--- src/sar_seq_pkg.sv ---
/*
 * Shared constants for the SAR conversion sequencer.
 * Assumes a 40 MHz system clock; no software-visible registers exist.
 */
package sar_seq_pkg;
	// System clock
	localparam int CLK_PERIOD_NS = 25;
	// Leading zeros in every frame
	localparam int LEAD_ZEROS = 4;
	// Falling edge that ends the track phase
	localparam logic [4:0] HOLD_EDGE = 5'h03;
	// Frame lengths per resolution
	localparam logic [4:0] FRAME_12 = 5'h10;
	localparam logic [4:0] FRAME_10 = 5'h0E;
	localparam logic [4:0] FRAME_8 = 5'h0C;
	// Reset value of the edge counter
	localparam logic [4:0] COUNT_RST = 5'h00;

	// Sequencer states
	typedef enum logic [1:0] {
		ST_POWER_DOWN = 2'b00,
		ST_TRACK = 2'b01,
		ST_CONVERT = 2'b10,
		ST_DONE = 2'b11
	} seq_state_e;

	// Frame length from resolution
	function automatic logic [4:0] frame_len(input int res);
		frame_len = (res == 12) ? FRAME_12 :
			(res == 10) ? FRAME_10 : FRAME_8;
	endfunction : frame_len
endpackage : sar_seq_pkg

--- src/sar_adc_conversion_sequencer.sv ---
/*
 * Conversion sequencer of a serially controlled SAR converter: power
 * management, track/hold control and serial result shift-out.
 * Assumes chip select and serial clock arrive asynchronously from a host
 * and that the sample code is a stable input from the analog core.
 */
`timescale 1ns/1ps
module sar_adc_conversion_sequencer #(
	parameter int RES = 12 // 12, 10 or 8
) (
	// Clock, reset, enable
	input wire logic CLK_I,
	input wire logic RESET_I,
	input wire logic CE_I,
	// Serial link from host
	input wire logic CS_N_I,
	input wire logic SCLK_I,
	// Sample from analog core, straight binary
	input wire logic [RES-1:0] SAMPLE_I,
	// Serial data pin
	output logic SDATA_O,
	output logic SDATA_OE_O,
	// Analog control
	output logic POWER_UP_O,
	output logic TRACK_O,
	output logic BUSY_O
);
	// Frame length follows resolution
	localparam logic [4:0] FRAME = sar_seq_pkg::frame_len(RES);
	localparam int SW = RES + sar_seq_pkg::LEAD_ZEROS;

	logic cs_level, cs_rise, cs_fall;
	logic sck_level, sck_fall;

	// Select pin synchroniser
	sar_pin_sync u_cs (
		.clk_i(CLK_I),
		.rst_i(RESET_I),
		.ce_i(CE_I),
		.pin_i(CS_N_I),
		.level_o(cs_level),
		.rise_o(cs_rise),
		.fall_o(cs_fall)
	);

	// Serial clock synchroniser; rising edges unused
	sar_pin_sync u_sck (
		.clk_i(CLK_I),
		.rst_i(RESET_I),
		.ce_i(CE_I),
		.pin_i(SCLK_I),
		.level_o(sck_level),
		.rise_o(),
		.fall_o(sck_fall)
	);

	sar_seq_pkg::seq_state_e st_q, st_d; // Sequencer state
	logic [4:0] cnt_q, cnt_d; // Falling edges in this frame
	logic [SW-1:0] sh_q, sh_d; // Output shift register
	logic oe_q, oe_d; // Data pin drive
	logic pu_q, pu_d; // Power up request
	logic trk_q, trk_d; // Track (1) or hold (0)
	logic [SW-1:0] sh_shift; // Shift register moved one place, for checks
	logic active; // Frame running: track or convert

	// Helpers read only by the checks below
	assign sh_shift = {sh_q[SW-2:0], 1'b0};
	assign active = (st_q == sar_seq_pkg::ST_TRACK) ||
		(st_q == sar_seq_pkg::ST_CONVERT);

	// Next-state logic: all timing derives from serial edges
	always_comb begin
		st_d = st_q;
		cnt_d = cnt_q;
		sh_d = sh_q;
		oe_d = oe_q;
		pu_d = pu_q;
		trk_d = trk_q;
		if (!CE_I) begin
			// Frozen
		end else if (cs_level) begin
			// Select high: counter cleared, early rise aborts
			cnt_d = sar_seq_pkg::COUNT_RST;
			if (cs_rise && st_q != sar_seq_pkg::ST_POWER_DOWN) begin
				st_d = sar_seq_pkg::ST_POWER_DOWN;
				oe_d = 1'b0;
				pu_d = 1'b0;
				trk_d = 1'b0;
			end
		end else if (cs_fall) begin
			// Start: power up, track, drive first zero
			st_d = sar_seq_pkg::ST_TRACK;
			pu_d = 1'b1;
			trk_d = 1'b1;
			oe_d = 1'b1;
			sh_d = {{sar_seq_pkg::LEAD_ZEROS{1'b0}}, SAMPLE_I};
			cnt_d = sar_seq_pkg::COUNT_RST;
		end else if (sck_fall && st_q != sar_seq_pkg::ST_POWER_DOWN &&
				st_q != sar_seq_pkg::ST_DONE) begin
			cnt_d = cnt_q + 5'h01;
			sh_d = {sh_q[SW-2:0], 1'b0};
			if (cnt_d == sar_seq_pkg::HOLD_EDGE) begin
				trk_d = 1'b0;
				st_d = sar_seq_pkg::ST_CONVERT;
			end
			if (cnt_d == FRAME) begin
				// Last edge: tri-state and sleep
				st_d = sar_seq_pkg::ST_DONE;
				oe_d = 1'b0;
				pu_d = 1'b0;
				trk_d = 1'b0;
			end
		end
	end

	// State registers
	always_ff @(posedge CLK_I) begin
		if (RESET_I) begin
			st_q <= sar_seq_pkg::ST_POWER_DOWN;
			cnt_q <= sar_seq_pkg::COUNT_RST;
			sh_q <= '0;
			oe_q <= 1'b0;
			pu_q <= 1'b0;
			trk_q <= 1'b0;
		end else begin
			st_q <= st_d;
			cnt_q <= cnt_d;
			sh_q <= sh_d;
			oe_q <= oe_d;
			pu_q <= pu_d;
			trk_q <= trk_d;
		end
	end

	// Outputs straight from flops; data is the shift MSB
	assign SDATA_O = sh_q[SW-1];
	assign SDATA_OE_O = oe_q;
	assign POWER_UP_O = pu_q;
	assign TRACK_O = trk_q;
	assign BUSY_O = pu_q;
endmodule : sar_adc_conversion_sequencer

--- src/sar_pin_sync.sv ---
/*
 * Two-flop synchroniser with edge detection for one asynchronous pin.
 * Assumes the pin changes slower than half the system clock rate.
 */
`timescale 1ns/1ps
module sar_pin_sync (
	// Clock and control
	input wire logic clk_i,
	input wire logic rst_i,
	input wire logic ce_i,
	// Pin and results
	input wire logic pin_i,
	output logic level_o,
	output logic rise_o,
	output logic fall_o
);
	logic [2:0] sh_q; // Two sync flops and a history flop
	logic [2:0] sh_d;

	// Next value of the shift chain
	always_comb begin
		sh_d = ce_i ? {sh_q[1:0], pin_i} : sh_q;
	end

	// Registering only
	always_ff @(posedge clk_i) begin
		if (rst_i) begin
			// Both pins idle high; a zero here would fake an edge
			sh_q <= 3'h7;
		end else begin
			sh_q <= sh_d;
		end
	end

	// Only flops 1 and 2 are looked at; flop 0 may be metastable
	assign level_o = sh_q[1];
	assign rise_o = ce_i & sh_q[1] & ~sh_q[2];
	assign fall_o = ce_i & ~sh_q[1] & sh_q[2];
endmodule : sar_pin_sync

--- config.mk ---
export PLATFORM = sky130hd
export DESIGN_NAME = sar_adc_conversion_sequencer
export DESIGN_NICKNAME = d
export VERILOG_FILES = /design/src/sar_seq_pkg.sv /design/src/sar_adc_conversion_sequencer.sv /design/src/sar_pin_sync.sv
export SDC_FILE = /design/constraint.sdc
export NUM_CORES = 1
export LEC_CHECK = 0
export BUFFER_PORTS_ARGS = -buffer_cell sky130_fd_sc_hd__buf_2
export CAP_MARGIN = 20
export CORE_MARGIN = 4
export CORE_UTILIZATION = 50
export DETAILED_ROUTE_END_ITERATION = 12
export PLACE_DENSITY = 0.75
export SETUP_SLACK_MARGIN = 0.15
export SKIP_LAST_GASP = 1
export SLEW_MARGIN = 20
export SYNTH_ARGS = -nofsm -noshare
export SYNTH_HDL_FRONTEND = slang
export SYNTH_SLANG_ARGS = --single-unit
export TNS_END_PERCENT = 30
--- constraint.sdc ---
create_clock -name CLK_I -period 1.78 [get_ports CLK_I]
set_input_delay 0.178 -clock CLK_I [delete_from_list [all_inputs] [get_ports CLK_I]]
set_output_delay 0.178 -clock CLK_I [all_outputs]
set_load 0.02 [all_outputs]
==> results of run 1 <==
## worst paths after layout
kind	from	endpoint	slack [ps]	depth (start not counted)
min reg2reg	TRACK_O	TRACK_O	480	2
min	SCLK_I	u_sck.sh_q[0]	70	3
max reg2reg	cnt_q[0]	st_q[0]	110	6
max	cnt_q[0]	st_q[0]	110	6
## what timing repair did
action / in CTS / in global routing
setup endpoints to repair: 2 / 12
resized for setup: 5 / 0
pin swaps: 4 / 0
hold buffers: 0 / 0
endpoints found under the hold margin: 0 / 0
setup buffers: 5 / 0
## layout make-up
class	instances	area, µm²
clock buffer	8	68.8
fill	246	1050
inverter	4	15.0
multi-input combinational	129	813
sequential	31	631
tap	31	38.8
timing repair buffer	34	215
## synthesized netlist by cell type (all sizes together), types with 2 or more instances
library cell / n
dfxtp: 31
nand2: 22
nor2: 21
nand3: 14
a311oi: 11
a21oi: 10
buf: 9
clkbuf: 6
mux2i: 6
a21boi: 5
o21ai: 5
a31oi: 4
inv: 4
nand2b: 3
or3: 3
a21o: 2
and3b: 2
ha: 2
nor2b: 2
nor3: 2
or4: 2
xor2: 2
## cell families (layout without fill, tap and decap cells)
kind of cell,Yosys count,in the layout
xor gates and xnor gates,2,2
DFF,31,31
adders and majority gates,2,2
and+or+nand+nor,74,74
buffers and inverters,19,46
AOI/OAI and AO/OA,44,44
muxes,7,7
## flip-flops by register name, indices dropped and copies added, names as in the netlist
register,flops
u_sck.sh_q,3
BUSY_O,1
TRACK_O,1
sh_q,16
u_cs.sh_q,3
cnt_q,5
st_q,2
## tightest hold or removal path, cell delays in order
cell and delay, ps:
buf_2 80, mux2i_1 60, nand2_1 60
## power by group
part / total [mW] / internal [mW] / leakage (nW) / switching [mW]
sequential: 0.713 / 0.704 / 0.254 / 0.00872
combinational: 0.100 / 0.0446 / 0.386 / 0.0556
clock: 0.465 / 0.232 / 0.0386 / 0.233
total: 1.28 / 0.981 / 0.678 / 0.298
## through the flow
step,std cells,setup WS (ps),total power [mW]
final,237,107,1.28
after global routing,237,51.9,1.34
after CTS,237,125,1.29
after detailed placement,224,65.5,0.830
after global placement,224,104,0.826
after floorplan,179,152,0.795
## metal layers
metal,track usage,part of all wire,up-vias
met3,0.0533,0.053,4
met5,0,0,-
met1,0.185,0.42,662
li1,-,-,691
met2,0.316,0.51,33
met4,0.0744,0.018,0
==> metrics.csv, run 1 <==
metric,value,unit
grt_max_degree,28,
synth_area_per_cell,8.50,µm²
start_kind,flop,
p_leak,0.678,nW
hold_violations,0,
final_common_cell,dfxtp_1,
p_per_area,718,nW/µm²
grt_pass1_vias,1325,
htreeDepth,2,
synthFlopType,dfxtp_1,
post-route-period-util,0.940,
status,"finished, final reports clean",
synth_edf_count,0,
ios,22,
cts_tree,yes,
cp.arrival,1900,ps
io_buffers,21,
synth_adder_area_share,0.0164,
timing_worst_setup_path_type,flop to flop,
hp-class,primary input to flop,
diodes,0,
path_clk_slew,100,ps
synth_compound_area_frac,0.213,
area_growth,17.1,%
crit_slowest_cell,dfxtp_4,
synth_area,1520,µm²
grt_use_total,0.175,
maxSlewHeadroom,0.806,
die_w,63.2,µm
layout.nets,224,
dp_hpwl,2190,µm
grt_overflow,0,
initial_utilization,0.538,
ys_ff_latch,31,
vias,1390,
synth_warnings,0,
final_util,0.630,
clock_skew,6.98,ps
die_area,3990,µm²
syn_nets,198,
synth_cell_types,39,
placed_cell_area,1660,µm²
yosysTopAreaCell,dfxtp_1,
viasPerCell,5.86,
fmax,0.598,GHz
crit_path_cell_trace,"ha_4, nand3_2, xor2_1, o211a_1, o31a_1, mux2_4",
synth_top_family_by_area,simple AND/OR/NAND/NOR gates,
antenna_found_initial,0,
drv_cap,0,
drt.antenna.violating_nets,0,
rows,19,
synth_xor_area_frac,0.0115,
drt_pass1_iterations,4,
post-route-drc-count,0,
drt-initial-drc-count,94,
synth_simple_gate_area_frac,0.231,
cts.sink_count,31,
cp_num_buf_inv,0,
required,2000,ps
mostFrequentLayoutCells,"dfxtp_1 (27), nor2_1 (21), buf_2 (21)",
die_h,63.2,µm
drive_gt1_frac,0.262,
seq_area_frac_synth,0.408,
tightest_slew,288,ps
cts_made_buffers,5,
finalMaxSlewViolations,0,
wire_per_inst,13.6,µm
synthArstFlopShare,0,
crit_family,compound AO/OA/AOI/OAI gates,
rsz0062_at_grt,true,
worst-path-max-fanout,6,
netlist.area_leader.share,0.408,
ir_drop,407,µV
clk_path_buf_depth,2,
root_buffer,clkbuf_4,
fin_setup_tns,0,ps
synth_cells,179,
hold_slack,71.2,ps
muxShareOfSynthArea,0.0493,
core,2830,µm²
final_area,1780,µm²
setup_viol,0,
max_stage_delay,400,ps
end_kind,flop,
fin_crit,1670,ps
clk_latency,330,ps
grt_pass1_wl,5570,µm
ys_top_cells_by_area,"dfxtp_1 (41%), a311oi_1 (6.3%), nand2_1 (5.2%)",
routed_wl,3230,µm
globalplace.congestion,0.895,
No activity file was read; power rests on OpenSTA's default activity.
==> run 2, diff against run 1 <==
==> constraint.sdc (replaced) <==
create_clock -name CLK_I -period 1.78 [get_ports CLK_I]
set_input_delay 0.089 -clock CLK_I [delete_from_list [all_inputs] [get_ports CLK_I]]
set_output_delay 0.089 -clock CLK_I [all_outputs]
set_load 0.02 [all_outputs]
==> run 2 against run 1 <==
Effect of this change:
- clock skew grew 2.0 ps
- via count shrank 2.9%
- highest routed layer unchanged
- largest cell class unchanged
- combinational power grew 4%
- critical endpoint unchanged
- setup slack got worse by 44 ps
- clock power decreased by 11%
- critical path type unchanged
==> metrics.csv, run 2 (synthesis gave the netlist of run 1 again) <==
metric,value,unit
status,"finished, final reports clean",
cts.sink_count,31,
final_area,1810,µm²
globalplace.congestion,0.917,
maxSlewHeadroom,0.662,
drt.antenna.violating_nets,0,
power_frac_clock,0.338,
worstRegToRegCells,6,
n_fill_cell,236,
critPathLaunch,cnt_q[1],
finalMaxSlewViolations,0,
initial_utilization,0.538,
fmax,0.582,GHz
diodes,0,
largest_reg_flops,16,
grt_max_degree,28,
ios,22,
root_buffer,clkbuf_4,
cts_tree,yes,
post-route-period-util,0.965,
layout.nets,224,
timing_worst_setup_path_type,flop to flop,
path_clk_slew,100,ps
post-route-drc-count,0,
cp.arrival,1950,ps
clk_latency,330,ps
routed_wl,3400,µm
cell_internal_pwr,0.932,mW
clock_skew,8.99,ps
worst-path-max-fanout,8,
mostFrequentLayoutCells,"dfxtp_1 (26), nor2_1 (21), buf_2 (21)",
required,2010,ps
fin_setup_tns,0,ps
end_kind,flop,
antenna_found_initial,0,
rsz0062_at_grt,true,
grt_use_total,0.192,
r2r_start,cnt_q[1],
hold_start,SAMPLE_I[0],
clk_path_buf_depth,2,
hold_violations,0,
grt_pass1_wl,6040,µm
start_kind,flop,
vias,1349,
p_sw,0.300,mW
layout.cells.non_filler,236,
seqPwrFrac,0.578,
largest_register,sh_q,
power,1.23,mW
p_per_area,682,nW/µm²
core,2830,µm²
final_util,0.639,
placed_cells,222,
final_common_cell,dfxtp_1,
p_leak,0.682,nW
drt_pass1_iterations,4,
rows,19,
drive_gt1_frac,0.273,
die_w,63.2,µm
tightest_slew,507,ps
r2r_setup_slack,60,ps
io_buffers,21,
drv_cap,0,
ir_drop,519,µV
area_growth,18.8,%
wire_per_inst,14.4,µm
p_sw_frac,0.244,
dp_hpwl,2230,µm
top_regs,"sh_q (16), cnt_q (5)",
min_path_cells,3,
htreeDepth,2,
viasPerCell,5.72,
die_h,63.2,µm
die_area,3990,µm²
p_comb_frac,0.084,
drt-initial-drc-count,93,
grt_pass1_vias,1376,
fin_crit,1720,ps
hp-class,primary input to flop,
placed_cell_area,1650,µm²
grt_overflow,0,
setup_viol,0,
cts_made_buffers,5,
run 2: cell count changes in the layout (fill, tap and decap cells not counted), sizes merged:
cell,before,now
dlygate4sd3,0,2
buf,34,32
clkinv,0,1
clkbuf,8,6
run 2: power groups by stage:
stage                     Combinational, mW  Clock [mW]  Sequential [mW]
after floorplan                      0.0659           0            0.729
after global placement               0.0932           0            0.729
after detailed placement             0.0970           0            0.730
after CTS                             0.102       0.430            0.712
after global routing                  0.116       0.456            0.715
final                                 0.104       0.416            0.713
run 2: final timing paths:
path,to
max,st_q[0]
min,sh_q[0]
max reg2reg,st_q[0]
min reg2reg,u_cs.sh_q[1]
run 2: critical path, cell delays in order, from the launching register on:
cell and delay (ps):
dfxtp_4 400, ha_4 190, nand3_4 90, xor2_2 170, o211a_1 110, o31a_1 350, mux2_4 310
run 2: cell type report:
type	instances	area, µm²	share of cell area
multi-input cells	129	842	0.466
flip-flops and latches	31	632	0.349
repair buffers	34	224	0.124
clock buffers	6	51.3	0.0284
well taps	31	38.8	0.0215
inverters	4	15.0	0.00830
clock inverters	1	5.00	0.00277
run 2: timing repair:
item,CTS,global route
resized for setup,5,6
pin swaps,3,2
setup endpoints to repair,2,11
hold buffers,2,0
buffers inserted,2,3
endpoints found under the hold margin,2,0
run 2: routing by layer:
layer	GRT usage	part of all wire
met2	0.344	0.50
met4	0.0964	0.024
met5	0	0
met3	0.0551	0.056
met1	0.203	0.42
run 2: per-stage QoR:
stage	setup slack, ps	hold WS [ps]
3_5_place_dp	14.2	308
3_3_place_gp	106	305
2_1_floorplan	152	217
4_1_cts	95.8	13.4
5_1_grt	6.41	42.9
6_report	62.5	26.3
==> run 3, diff against run 2 <==
Settings changed: CORE_MARGIN 4 to not set, CORE_UTILIZATION 50 to 49, CTS_CLUSTER_SIZE set to 30, PLACE_DENSITY 0.75 to 0.74.
==> run 3 against run 2 <==
Effect of this change:
- the run now ends with DRC left
- sequential share of layout area increased by 0.32 points
- design area shrank 1.1%
- first-iteration DRC count shrank 1.1%
- critical path depth stayed put
- flip-flop and latch count is the same
- combinational power down 4%
- largest cell class unchanged
==> metrics.csv, run 3 (synthesis gave the netlist of run 1 again) <==
metric,value,unit
hold_violations,0,
p_per_area,719,nW/µm²
maxSlewHeadroom,0.673,
die_area,3330,µm²
area_growth,17.5,%
max_stage_delay,380,ps
finalMaxSlewViolations,0,
hold_start,SAMPLE_I[0],
antenna_found_initial,0,
clk_path_buf_depth,2,
grt_overflow,0,
rows,19,
final_area,1790,µm²
cts.sink_count,31,
crit_slowest_cell,dfxtp_4,
diodes,0,
dpl_worst_slack,53.6,ps
routed_wl,3400,µm
largest_register,sh_q,
drive_gt1_frac,0.254,
drv_cap,0,
drt-initial-drc-count,92,
grt_pass1_wl,5850,µm
cts_made_buffers,5,
layout.nets,223,
fin_crit,1680,ps
setup_viol,0,
end_kind,flop,
globalplace.congestion,0.896,
hold_slack,33.8,ps
wire_per_inst,14.4,µm
htreeDepth,2,
root_buffer,clkbuf_4,
core,2850,µm²
clk_latency,330,ps
rsz0062_at_grt,true,
crit_path_cell_trace,"ha_4, buf_4, nor3_1, o211a_1, o31a_1, mux2_4",
setup_ws,103,ps
fmax,0.596,GHz
final_util,0.627,
die_h,57.7,µm
r2r_setup_slack,100,ps
fin_setup_tns,0,ps
timing_worst_setup_path_type,flop to flop,
cp.arrival,1910,ps
required,2010,ps
drt_pass1_iterations,8,
hp-class,primary input to flop,
top_regs,"sh_q (16), cnt_q (5)",
cts_tree,yes,
reg2reg_to,st_q[0],
io_buffers,21,
path_clk_slew,100,ps
post-route-drc-count,1,
mostFrequentLayoutCells,"dfxtp_1 (27), nor2_1 (21), buf_2 (21)",
drt.antenna.violating_nets,0,
grt_max_degree,28,
worst-path-max-fanout,5,
placed_cell_area,1650,µm²
post-route-period-util,0.942,
worstRegToRegCells,6,
viasPerCell,5.90,
grt_use_total,0.230,
grt_pass1_vias,1344,
ios,22,
dp_hpwl,2150,µm
largest_reg_flops,16,
failed_checks,DRC,
clock_skew,7.63,ps
r2r_start,cnt_q[0],
vias,1393,
status,"complete, but fails checks",
p_leak,0.690,nW
holdPathEnd,sh_q[0],
ir_drop,452,µV
start_kind,flop,
die_w,57.7,µm
tightest_slew,490,ps
initial_utilization,0.533,
min_path_cells,3,
final_common_cell,dfxtp_1,
run 3: metal layers:
metal	GRT usage	wire length, µm	vias up
met2	0.412	1720	37
li1	-	-	686
met1	0.251	1490	662
met4	0.105	53	0
met3	0.0647	130	8
met5	0	0	-
run 3: cell type report:
type | instances | area, µm²
tap | 31 | 38.8
timing repair buffer | 33 | 213
clock buffer | 8 | 68.8
multi-input combinational | 129 | 822
fill | 248 | 1060
sequential | 31 | 631
inverter | 4 | 15.0
run 3: stage by stage:
stage	total power [mW]	instances
global placement	0.823	222
global route	1.35	236
CTS	1.30	236
finish	1.29	236
floorplan	0.795	179
detailed placement	0.827	222
run 3: power by group:
group / switching, mW / total [mW] / internal [mW]
Clock: 0.240 / 0.472 / 0.232
Sequential: 0.00970 / 0.714 / 0.704
Combinational: 0.0558 / 0.100 / 0.0443
Total: 0.305 / 1.29 / 0.981
run 3: timing repair:
item / in CTS / in global routing
setup endpoints to repair: 2 / 15
gates resized for setup: 6 / 1
hold endpoints to repair: 2 / 0
buffers inserted: 4 / 0
pin swaps: 3 / 0
hold buffers: 2 / 0
run 3: how the worst max path moves through the flow:
stage / start / endpoint / slack [ps]
after global placement: cnt_q[0] / st_q[0] / 110
after detailed placement: cnt_q[0] / st_q[0] / 50
after floorplan: cnt_q[0] / st_q[0] / 150
after CTS: cnt_q[0] / st_q[0] / 130
after global routing: cnt_q[0] / st_q[0] / 60
final: cnt_q[0] / st_q[0] / 100
run 3: critical path, delay by kind of cell, from the launching register on:
family,cells,cell delay (ps)
mux,1,310
simple gates,1,40
fa+ha+maj,1,170
compound gates,2,560
flops,1,380
buf+inv,1,120
